$ cat src/pkg/dtc_pkg.sv
package dtc_pkg;
  localparam int NCH = 4;
  localparam int AW  = 26;
  localparam int DW  = 16;
  localparam int CW  = 16;
  localparam int PAW = 12;
  localparam int NIRQ = 8;

  // per-channel register offsets, channel block stride 0x20
  localparam logic [2:0] IDX_SRC  = 3'h0;  // byte offset 0x00
  localparam logic [2:0] IDX_DST  = 3'h1;  // byte offset 0x04
  localparam logic [2:0] IDX_CNT  = 3'h2;  // byte offset 0x08
  localparam logic [2:0] IDX_ADC  = 3'h3;  // byte offset 0x0C
  localparam logic [2:0] IDX_CTL  = 3'h4;  // byte offset 0x10
  localparam logic [2:0] IDX_TRG  = 3'h5;  // byte offset 0x14
  localparam logic [2:0] IDX_LAST = 3'h5;
  localparam int CH_LSB  = 5;
  localparam int IDX_LSB = 2;

  // channel_ctrl fields
  localparam int CTL_EN   = 0;
  localparam int CTL_DONE = 1;
  localparam int CTL_SOFT = 2;
  localparam int CTL_M2M  = 3;
  // addressing_ctrl fields
  localparam int ADC_SIZE    = 0;
  localparam int ADC_SRC_LSB = 1;
  localparam int ADC_DST_LSB = 3;
  localparam int ADC_W       = 5;
  // trigger_select fields
  localparam int TRG_SEL_LSB = 0;
  localparam int TRG_SRC_LSB = 3;
  localparam int TRG_W       = 5;

  localparam logic [1:0] AM_INC = 2'h0;
  localparam logic [1:0] AM_DEC = 2'h1;
  localparam logic [1:0] AM_FIX = 2'h2;
  localparam logic [1:0] TS_PERIPH = 2'h0;
  localparam logic [1:0] TS_EXT    = 2'h1;

  localparam logic [AW-1:0]    RST_ADDR = 26'h000_0000;
  localparam logic [CW-1:0]    RST_CNT  = 16'h0000;
  localparam logic [ADC_W-1:0] RST_ADC  = 5'h00;
  localparam logic [TRG_W-1:0] RST_TRG  = 5'h00;
  localparam logic [CW-1:0]    CNT_LAST = 16'h0001;

  typedef enum logic [1:0] {ST_IDLE, ST_READ, ST_GAP, ST_WRITE} dtc_state_t;
endpackage

$ cat src/verilog/dtc_dma.sv
// Implementation choices: the APB interface to the registers and the register offsets.
`timescale 1ns/1ps
`default_nettype none
module dtc_dma (
  input  wire logic                           pclk,         // system clock
  input  wire logic                           presetn,      // async reset
  input  wire logic                           psel,         // apb select
  input  wire logic                           penable,      // apb access
  input  wire logic                           pwrite,       // apb direction
  input  wire logic [dtc_pkg::PAW-1:0]        paddr,        // apb address
  input  wire logic [31:0]                    pwdata,       // apb write data
  output logic [31:0]                         prdata,       // apb read data
  output logic                                pready,       // apb ready
  output logic                                pslverr,      // apb error
  input  wire logic [dtc_pkg::NIRQ-1:0]       periph_irq,   // on-chip irqs
  input  wire logic [dtc_pkg::NCH-1:0]        ext_req_pin,  // pin requests
  output logic                                mem_req,      // bus cycle on
  output logic                                mem_we,       // write cycle
  output logic                                mem_size16,   // halfword unit
  output logic [dtc_pkg::AW-1:0]              mem_addr,     // bus address
  output logic [dtc_pkg::DW-1:0]              mem_wdata,    // write data
  input  wire logic [dtc_pkg::DW-1:0]         mem_rdata,    // read data
  input  wire logic                           mem_ready,    // cycle done
  output logic                                bus_busy,     // bus owned
  output logic [dtc_pkg::NCH-1:0]             xfer_done     // terminal pulse
);
  localparam int NCH = dtc_pkg::NCH;
  localparam int AW  = dtc_pkg::AW;
  localparam int CW  = dtc_pkg::CW;

  function automatic logic [1:0] lowest(input logic [NCH-1:0] v);
    logic [1:0] r;
    r = 2'h0;
    for (int i = NCH - 1; i >= 0; i--) begin
      if (v[i]) begin
        r = 2'(i);
      end
    end
    return r;
  endfunction

  function automatic logic [AW-1:0] step(input logic [AW-1:0] a,
                                         input logic [1:0]    mode,
                                         input logic          s16);
    logic [AW-1:0] d;
    d = s16 ? 26'h000_0002 : 26'h000_0001;
    if (mode == dtc_pkg::AM_INC) begin
      return a + d;
    end else if (mode == dtc_pkg::AM_DEC) begin
      return a - d;
    end
    return a;
  endfunction

  // channel state
  logic [NCH-1:0][AW-1:0]               src_addr_reg;
  logic [NCH-1:0][AW-1:0]               dst_addr_reg;
  logic [NCH-1:0][CW-1:0]               xfer_count_reg;
  logic [NCH-1:0][dtc_pkg::ADC_W-1:0]   addressing_ctrl_reg;
  logic [NCH-1:0][dtc_pkg::TRG_W-1:0]   trigger_select_reg;
  logic [NCH-1:0]                       en_reg;
  logic [NCH-1:0]                       done_reg;
  logic [NCH-1:0]                       m2m_reg;
  logic [NCH-1:0]                       pend_reg;

  // engine state
  dtc_pkg::dtc_state_t                  state_reg;
  logic [1:0]                           cur_ch_reg;
  logic [dtc_pkg::DW-1:0]               data_reg;
  logic                                 mem_req_reg;
  logic                                 mem_we_reg;
  logic                                 mem_size16_reg;
  logic [AW-1:0]                        mem_addr_reg;
  logic [dtc_pkg::DW-1:0]               mem_wdata_reg;
  logic [NCH-1:0]                       xfer_done_reg;

  // request inputs
  logic [dtc_pkg::NIRQ-1:0]             irq_prev_reg;
  logic [NCH-1:0]                       ext_meta_reg;
  logic [NCH-1:0]                       ext_sync_reg;
  logic [NCH-1:0]                       ext_prev_reg;

  // apb
  logic                                 pready_reg;
  logic [31:0]                          prdata_reg;

  // ---------------- apb decode ----------------
  wire [1:0] a_ch     = paddr[dtc_pkg::CH_LSB +: 2];
  wire [2:0] a_idx    = paddr[dtc_pkg::IDX_LSB +: 3];
  wire       unmapped = (|paddr[dtc_pkg::PAW-1:dtc_pkg::CH_LSB+2]) ||
                        (a_idx > dtc_pkg::IDX_LAST);
  wire       acc      = psel && penable;
  wire       wr_en    = acc && pwrite && pready_reg && !unmapped;

  wire [31:0] rd_src = 32'(src_addr_reg[a_ch]);
  wire [31:0] rd_dst = 32'(dst_addr_reg[a_ch]);
  wire [31:0] rd_cnt = 32'(xfer_count_reg[a_ch]);
  wire [31:0] rd_adc = 32'(addressing_ctrl_reg[a_ch]);
  wire [31:0] rd_trg = 32'(trigger_select_reg[a_ch]);
  wire [31:0] rd_ctl = 32'({m2m_reg[a_ch], 1'b0, done_reg[a_ch],
                            en_reg[a_ch]});
  wire [31:0] rd_mux =
    unmapped                  ? 32'h0000_0000 :
    (a_idx == dtc_pkg::IDX_SRC) ? rd_src :
    (a_idx == dtc_pkg::IDX_DST) ? rd_dst :
    (a_idx == dtc_pkg::IDX_CNT) ? rd_cnt :
    (a_idx == dtc_pkg::IDX_ADC) ? rd_adc :
    (a_idx == dtc_pkg::IDX_CTL) ? rd_ctl : rd_trg;

  // one wait state so read data comes straight from a flop
  always_ff @(posedge pclk or negedge presetn) begin
    if (!presetn) begin
      pready_reg <= 1'b0;
      prdata_reg <= 32'h0000_0000;
    end else begin
      pready_reg <= acc && !pready_reg;
      if (acc && !pready_reg) begin
        prdata_reg <= rd_mux;
      end
    end
  end

  assign pready  = pready_reg;
  assign prdata  = prdata_reg;
  assign pslverr = pready_reg && acc && unmapped;

  // ---------------- request capture ----------------
  always_ff @(posedge pclk or negedge presetn) begin
    if (!presetn) begin
      irq_prev_reg <= '0;
      ext_meta_reg <= '0;
      ext_sync_reg <= '0;
      ext_prev_reg <= '0;
    end else begin
      irq_prev_reg <= periph_irq;
      ext_meta_reg <= ext_req_pin;
      ext_sync_reg <= ext_meta_reg;
      ext_prev_reg <= ext_sync_reg;
    end
  end

  wire [dtc_pkg::NIRQ-1:0] irq_rise = periph_irq & ~irq_prev_reg;
  wire [NCH-1:0]           ext_rise = ext_sync_reg & ~ext_prev_reg;

  // memory-to-memory channels request on their own while enabled
  wire [NCH-1:0] req_vec  = en_reg & (pend_reg | m2m_reg);
  wire [1:0]     grant    = lowest(req_vec);
  wire           start    = (state_reg == dtc_pkg::ST_IDLE) && (|req_vec);
  wire           unit_end = (state_reg == dtc_pkg::ST_WRITE) && mem_ready;
  wire [CW-1:0]  cnt_cur  = xfer_count_reg[cur_ch_reg];
  wire           terminal = unit_end && (cnt_cur == dtc_pkg::CNT_LAST);
  wire [dtc_pkg::ADC_W-1:0] adc_cur = addressing_ctrl_reg[cur_ch_reg];
  wire [NCH-1:0] below_grant = NCH'((1 << grant) - 1);

  // ---------------- per-channel registers ----------------
  for (genvar c = 0; c < NCH; c++) begin : g_ch
    wire wsel   = wr_en && (a_ch == 2'(c));
    wire w_src  = wsel && (a_idx == dtc_pkg::IDX_SRC);
    wire w_dst  = wsel && (a_idx == dtc_pkg::IDX_DST);
    wire w_cnt  = wsel && (a_idx == dtc_pkg::IDX_CNT);
    wire w_adc  = wsel && (a_idx == dtc_pkg::IDX_ADC);
    wire w_ctl  = wsel && (a_idx == dtc_pkg::IDX_CTL);
    wire w_trg  = wsel && (a_idx == dtc_pkg::IDX_TRG);
    wire mine   = unit_end && (cur_ch_reg == 2'(c));
    wire last   = terminal && (cur_ch_reg == 2'(c));
    wire take   = start && (grant == 2'(c));
    wire [2:0] tsel = trigger_select_reg[c][dtc_pkg::TRG_SEL_LSB +: 3];
    wire [1:0] tsrc = trigger_select_reg[c][dtc_pkg::TRG_SRC_LSB +: 2];
    wire hit = ((tsrc == dtc_pkg::TS_PERIPH) && irq_rise[tsel]) ||
               ((tsrc == dtc_pkg::TS_EXT) && ext_rise[c]) ||
               (w_ctl && pwdata[dtc_pkg::CTL_SOFT]);
    wire [1:0] smode = addressing_ctrl_reg[c][dtc_pkg::ADC_SRC_LSB +: 2];
    wire [1:0] dmode = addressing_ctrl_reg[c][dtc_pkg::ADC_DST_LSB +: 2];
    wire       s16   = addressing_ctrl_reg[c][dtc_pkg::ADC_SIZE];

    always_ff @(posedge pclk or negedge presetn) begin
      if (!presetn) begin
        src_addr_reg[c]        <= dtc_pkg::RST_ADDR;
        dst_addr_reg[c]        <= dtc_pkg::RST_ADDR;
        xfer_count_reg[c]      <= dtc_pkg::RST_CNT;
        addressing_ctrl_reg[c] <= dtc_pkg::RST_ADC;
        trigger_select_reg[c]  <= dtc_pkg::RST_TRG;
        en_reg[c]              <= 1'b0;
        done_reg[c]            <= 1'b0;
        m2m_reg[c]             <= 1'b0;
        pend_reg[c]            <= 1'b0;
      end else begin
        // hardware stepping after each unit overrides a same-cycle write
        if (mine) begin
          src_addr_reg[c] <= step(src_addr_reg[c], smode, s16);
          dst_addr_reg[c] <= step(dst_addr_reg[c], dmode, s16);
          xfer_count_reg[c] <= xfer_count_reg[c] - 16'h0001;
        end else begin
          if (w_src) src_addr_reg[c] <= pwdata[AW-1:0];
          if (w_dst) dst_addr_reg[c] <= pwdata[AW-1:0];
          if (w_cnt) xfer_count_reg[c] <= pwdata[CW-1:0];
        end
        if (w_adc) begin
          addressing_ctrl_reg[c] <= pwdata[dtc_pkg::ADC_W-1:0];
        end
        if (w_trg) begin
          trigger_select_reg[c] <= pwdata[dtc_pkg::TRG_W-1:0];
        end
        if (w_ctl) begin
          m2m_reg[c] <= pwdata[dtc_pkg::CTL_M2M];
        end
        // terminal clear of enable beats a software enable that cycle
        if (last) begin
          en_reg[c] <= 1'b0;
        end else if (w_ctl) begin
          en_reg[c] <= pwdata[dtc_pkg::CTL_EN];
        end
        // done: hardware set wins over write-one-to-clear
        done_reg[c] <= last ||
                       (done_reg[c] && !(w_ctl && pwdata[dtc_pkg::CTL_DONE]));
        // new request wins over consumption; dropped when disabled
        pend_reg[c] <= en_reg[c] && !last &&
                       (hit || (pend_reg[c] && !take));
      end
    end
  end

  // ---------------- transfer engine ----------------
  always_ff @(posedge pclk or negedge presetn) begin
    if (!presetn) begin
      state_reg      <= dtc_pkg::ST_IDLE;
      cur_ch_reg     <= 2'h0;
      data_reg       <= '0;
      mem_req_reg    <= 1'b0;
      mem_we_reg     <= 1'b0;
      mem_size16_reg <= 1'b0;
      mem_addr_reg   <= dtc_pkg::RST_ADDR;
      mem_wdata_reg  <= '0;
      xfer_done_reg  <= '0;
    end else begin
      xfer_done_reg <= '0;
      unique case (state_reg)
        dtc_pkg::ST_IDLE: begin
          if (start) begin
            cur_ch_reg     <= grant;
            mem_req_reg    <= 1'b1;
            mem_we_reg     <= 1'b0;
            mem_addr_reg   <= src_addr_reg[grant];
            mem_size16_reg <= addressing_ctrl_reg[grant][dtc_pkg::ADC_SIZE];
            state_reg      <= dtc_pkg::ST_READ;
          end
        end
        dtc_pkg::ST_READ: begin
          if (mem_ready) begin
            data_reg    <= mem_size16_reg ? mem_rdata :
                           {8'h00, mem_rdata[7:0]};
            mem_req_reg <= 1'b0;
            state_reg   <= dtc_pkg::ST_GAP;
          end
        end
        dtc_pkg::ST_GAP: begin
          mem_req_reg   <= 1'b1;
          mem_we_reg    <= 1'b1;
          mem_addr_reg  <= dst_addr_reg[cur_ch_reg];
          mem_wdata_reg <= data_reg;
          state_reg     <= dtc_pkg::ST_WRITE;
        end
        dtc_pkg::ST_WRITE: begin
          if (mem_ready) begin
            mem_req_reg <= 1'b0;
            mem_we_reg  <= 1'b0;
            state_reg   <= dtc_pkg::ST_IDLE;
            if (terminal) begin
              xfer_done_reg[cur_ch_reg] <= 1'b1;
            end
          end
        end
      endcase
    end
  end

  assign mem_req    = mem_req_reg;
  assign mem_we     = mem_we_reg;
  assign mem_size16 = mem_size16_reg;
  assign mem_addr   = mem_addr_reg;
  assign mem_wdata  = mem_wdata_reg;
  assign xfer_done  = xfer_done_reg;
  // idle state between units hands the bus back to the processor
  assign bus_busy   = (state_reg != dtc_pkg::ST_IDLE);

  // ---------------- checks ----------------
  AST_GAP_ONE: assert property (@(posedge pclk)
    disable iff (!presetn)
    (state_reg == dtc_pkg::ST_READ) && mem_ready |=>
      !mem_req ##1 (mem_req && mem_we))
    else $error("read and write not separated by one idle clock");

  AST_READ_ADDR: assert property (@(posedge pclk)
    disable iff (!presetn)
    start |=> (mem_req && !mem_we && mem_addr == $past(src_addr_reg[grant])))
    else $error("read cycle does not drive the source address");

  AST_WRITE_DATA: assert property (@(posedge pclk)
    disable iff (!presetn)
    (state_reg == dtc_pkg::ST_GAP) |=>
      (mem_wdata == data_reg) && (mem_addr == dst_addr_reg[cur_ch_reg]))
    else $error("write cycle address or data wrong");

  AST_RELEASE: assert property (@(posedge pclk)
    disable iff (!presetn)
    unit_end |=> !bus_busy && !mem_req)
    else $error("bus not released after a unit");

  AST_COUNT_DEC: assert property (@(posedge pclk)
    disable iff (!presetn)
    unit_end && !terminal |=> cnt_cur == $past(cnt_cur) - 16'h0001)
    else $error("count not decremented after write");

  AST_TERMINAL: assert property (@(posedge pclk)
    disable iff (!presetn)
    terminal |=> done_reg[cur_ch_reg] && !en_reg[cur_ch_reg] &&
                 xfer_done[cur_ch_reg])
    else $error("terminal count did not stop the channel");

  AST_PRIO: assert property (@(posedge pclk)
    disable iff (!presetn)
    start |-> ((req_vec & below_grant) == '0) && req_vec[grant])
    else $error("lower channel skipped");

  AST_FIXED_SRC: assert property (@(posedge pclk)
    disable iff (!presetn)
    unit_end && (adc_cur[dtc_pkg::ADC_SRC_LSB +: 2] == dtc_pkg::AM_FIX) |=>
      $stable(src_addr_reg[cur_ch_reg]))
    else $error("fixed source address moved");

  AST_DISABLED_IDLE: assert property (@(posedge pclk)
    disable iff (!presetn)
    (en_reg == '0) && (state_reg == dtc_pkg::ST_IDLE) |=> !mem_req)
    else $error("transfer started with no channel enabled");
endmodule
`default_nettype wire
$ cat config.mk
export PLATFORM = sky130hd
export DESIGN_NAME = dtc_dma
export DESIGN_NICKNAME = d
export VERILOG_FILES = /design/src/pkg/dtc_pkg.sv /design/src/verilog/dtc_dma.sv
export SDC_FILE = /design/constraint.sdc
export NUM_CORES = 2
export LEC_CHECK = 0
export ABC_AREA = 0
export BUFFER_PORTS_ARGS = -buffer_cell sky130_fd_sc_hd__buf_2
export CAP_MARGIN = 20
export CORE_MARGIN = 2
export CORE_UTILIZATION = 48
export CTS_BUF_LIST = sky130_fd_sc_hd__clkbuf_16
export DETAILED_ROUTE_END_ITERATION = 8
export PLACE_DENSITY_LB_ADDON = 0.12
export SLEW_MARGIN = 20
export SYNTH_ARGS = -nofsm -noshare
export SYNTH_HDL_FRONTEND = slang
export SYNTH_SLANG_ARGS = --single-unit
$ cat constraint.sdc
create_clock -name pclk -period 7.05 [get_ports pclk]
set_input_delay 0 -clock pclk [delete_from_list [all_inputs] [get_ports pclk]]
set_output_delay 0 -clock pclk [all_outputs]
set_load 0.03 [all_outputs]
==> results.cfg <==
[layout]
areaGrowthSynthToFinish_pct = 11.8
fin_cells = 4875
fin_nets = 4193
drive_gt1_share_pct = 13.4
final_area_um2 = 37400
fill_cells = 6340

[logic_synthesis]
yosysUniqueCellTypes = 95
synthTopCellsByArea = dfrtp_1 33%, ha_1 7.8%, mux4_2 7.7%, nand2_1 5.7%, a21oi_1 5.4%
synth_top_area_share_pct = 33.2
yosysWarnings = 0
yosysSeqAreaShare_pct = 33.2
synth-edff-count = 0
async_reset_ff_share_pct = 100
synth_common_cells = 506 x nand2_1, 444 x dfrtp_1, 362 x a21oi_1
synth_most_common_cell = nand2_1
syn-cell-area_um2 = 33400
ys_ff_latch = 444
synthCells = 3802
synth-main-ff-cell = dfrtp_1
synth.avg_cell_area_um2 = 8.80
yosysTopAreaCell = dfrtp_1

[clocking]
cts-htree-levels = 2
cts_sinks = 444
insertion_delay_ps = 630
clk_pin_slew_ps = 60
cts_tree = done
cts_setup_buffers = 0
numCtsBuffers = 53
cts_root_buffer = clkbuf_16
clockBufferDepth = 3

[grt]
grt_max_degree = 126
grt_pass1_wl_um = 179000
first_global_vias = 28697
overflow = 0
antenna_found_initial = 5
grtUsageTotal_pct = 32.9

[floorplanning]
core_um2 = 68800
die_w_um = 268
ioPinCount = 162
dieArea_um2 = 71800
start_util_pct = 48.6
row_count = 96
die_h_um = 268

[timing]
slew_viol_final = 0
tightest_slew_ps = 953
fin_crit_sh_pct = 59.2
skew_ps = 21.8
hold_viol = 0
relSlewSlack_pct = 36.3
hold-worst-slack_ps = 35.7
fmax_mhz = 240
tns_ps = 0
rsz0062_at_grt = false
period_minus_slack_ps = 4180
finalSetupViolCount = 0

[place]
io_buffers = 147
placed_cells = 4711
placed_area_um2 = 34900
routabilityCongestion = 0.976
hpwl_um = 87600

[critical_path]
start_kind = flip-flop
worstPathMaxFanout = 24
cpLargestDelayFamily = compound AO/OA/AOI/OAI gates
r2r-start = addressing_ctrl_reg[2]
cp-end-kind = flip-flop
max_stage_delay_ps = 610
rr_endpoint = src_addr_reg[25]
cp_cell_sequence = or2_2 > ha_1 > nand3_1 > o2111ai_1 > o2111ai_1 > a31oi_1 > nor4_1 > o41ai_1 > a21oi_1 > xor2_1 > a21oi_1 > a2bb2oi_1
critPathKind = flip-flop to flip-flop
arrival_ps = 4720
required_ps = 7600
path_buf_inv = 0
rrSetupSlack_ps = 2870
cp_slowest_cell = or2_2
reg2regPathDepth = 12

[power]
switchingPower_w = 0.00307
ir_drop_uv = 199
switching_share_pct = 36.3
leakagePower_nw = 17.4
pwr-share-clk_pct = 34.2
pwr-share-seq_pct = 38.0
power_density_nw_per_um2 = 226
combinationalPowerShare_pct = 27.8
intPower_w = 0.00539
total_power_w = 0.00846

[routing]
vias = 30816
drc = 0
drtIter0Drc = 3422
routed_wl_um = 118000
drtAntennaViolNets = 0
vias_per_cell = 6.32
dr.pass1.iters = 6
routedWlPerCell_um = 24.1

[hold_path]
min_to = irq_prev_reg[1]
whs_path_depth = 2
hold_class = input port to flip-flop
min_from = periph_irq[1]

[job]
drv_cap = 0

[status]
outcome = finished clean
[how the worst max path moves through the flow]
stage	cells after the start	to	start	slack, ps
6_report	12	src_addr_reg[25]	addressing_ctrl_reg[2]	2870
5_1_grt	13	dst_addr_reg[76]	addressing_ctrl_reg[14]	2540
4_1_cts	13	dst_addr_reg[76]	addressing_ctrl_reg[14]	2880
3_5_place_dp	13	dst_addr_reg[76]	addressing_ctrl_reg[14]	2900
2_1_floorplan	12	src_addr_reg[24]	addressing_ctrl_reg[2]	3710
3_3_place_gp	12	dst_addr_reg[77]	addressing_ctrl_reg[14]	2950
[layout by cell type (no fill, tap or decap), types with 22 or more instances in the layout]
cell type | netlist | routed
or3_1 | 37 | 36
or2_2 | 22 | 22
a21o_1 | 102 | 102
nand2_1 | 506 | 505
a21oi_1 | 362 | 360
ha_1 | 209 | 208
a311oi_1 | 31 | 31
mux2_2 | 70 | 70
inv_1 | 88 | 97
o22ai_1 | 25 | 25
a211oi_1 | 74 | 74
nor2_1 | 317 | 311
o21ai_0 | 313 | 312
clkbuf_16 | 0 | 54
buf_4 | 8 | 40
mux2i_1 | 22 | 22
nor2b_1 | 28 | 28
dlygate4sd3_1 | 0 | 62
buf_2 | 25 | 144
a31oi_1 | 66 | 63
xor2_1 | 59 | 59
and2_1 | 49 | 48
mux4_2 | 115 | 115
o21a_1 | 34 | 34
nand3_1 | 78 | 77
dfrtp_1 | 444 | 443
nor3_1 | 67 | 66
nand2b_1 | 35 | 35
xnor2_1 | 90 | 90
and3_1 | 34 | 34
[timing repair]
item	in CTS	in global routing
gates resized for setup	0	0
setup endpoints to repair	0	0
hold buffers	63	0
endpoints found under the hold margin	324	0
[cell families after synthesis]
group | after synthesis | synth area share, %
simple gates | 1251 | 17.0
compound gates | 1231 | 23.2
flops | 444 | 33.2
buf+inv | 301 | 3.56
fa+ha+maj | 217 | 8.30
mux | 208 | 10.8
xor+xnor | 149 | 3.90
other cells | 1 | 0.0112
[worst register-to-register path: stages (launching register included)]
cell,delay [ps]
dfrtp_1,570
or2_2,620
ha_1,500
nand3_1,100
o2111ai_1,370
o2111ai_1,230
a31oi_1,420
nor4_1,150
o41ai_1,480
a21oi_1,140
xor2_1,170
a21oi_1,190
a2bb2oi_1,170
[area by class of cell]
| type | count | area [um^2] | share of cell area [%] |
|---|---|---|---|
| multi-input combinational | 3062 | 21300 | 56.9 |
| sequential | 444 | 11100 | 29.7 |
| timing repair buffer | 249 | 1700 | 4.56 |
| clock buffer | 54 | 1350 | 3.61 |
| tap | 931 | 1160 | 3.12 |
| clock inverter | 45 | 448 | 1.20 |
| inverter | 88 | 330 | 0.884 |
| antenna | 2 | 5.00 | 0.0134 |
[per-stage QoR]
| step | utilization [%] | worst slack [ps] |
|---|---|---|
| floorplan | - | 3710 |
| global placement | 50.7 | 2950 |
| detailed placement | 50.7 | 2900 |
| CTS | 54.3 | 2880 |
| global route | 54.3 | 2540 |
| finish | 54.3 | 2870 |
[routing by layer]
metal	part of all wire, %	global-route usage (%)	vias to the layer above
li1	-	-	14245
met1	44	48.2	15025
met2	42	48.0	1355
met3	10	6.97	189
met4	3.5	11.2	2
met5	0.011	0	-
[power by group through the flow]
| stage | Combinational, W | Sequential, W | Clock (W) |
|---|---|---|---|
| CTS | 0.00234 | 0.00319 | 0.00293 |
| floorplan | 0.00143 | 0.00325 | 0 |
| global route | 0.00259 | 0.00324 | 0.00303 |
| finish | 0.00236 | 0.00321 | 0.00290 |
| detailed placement | 0.00230 | 0.00323 | 0 |
| global placement | 0.00228 | 0.00322 | 0 |
Note: power is estimated with default switching activity, not from simulation.
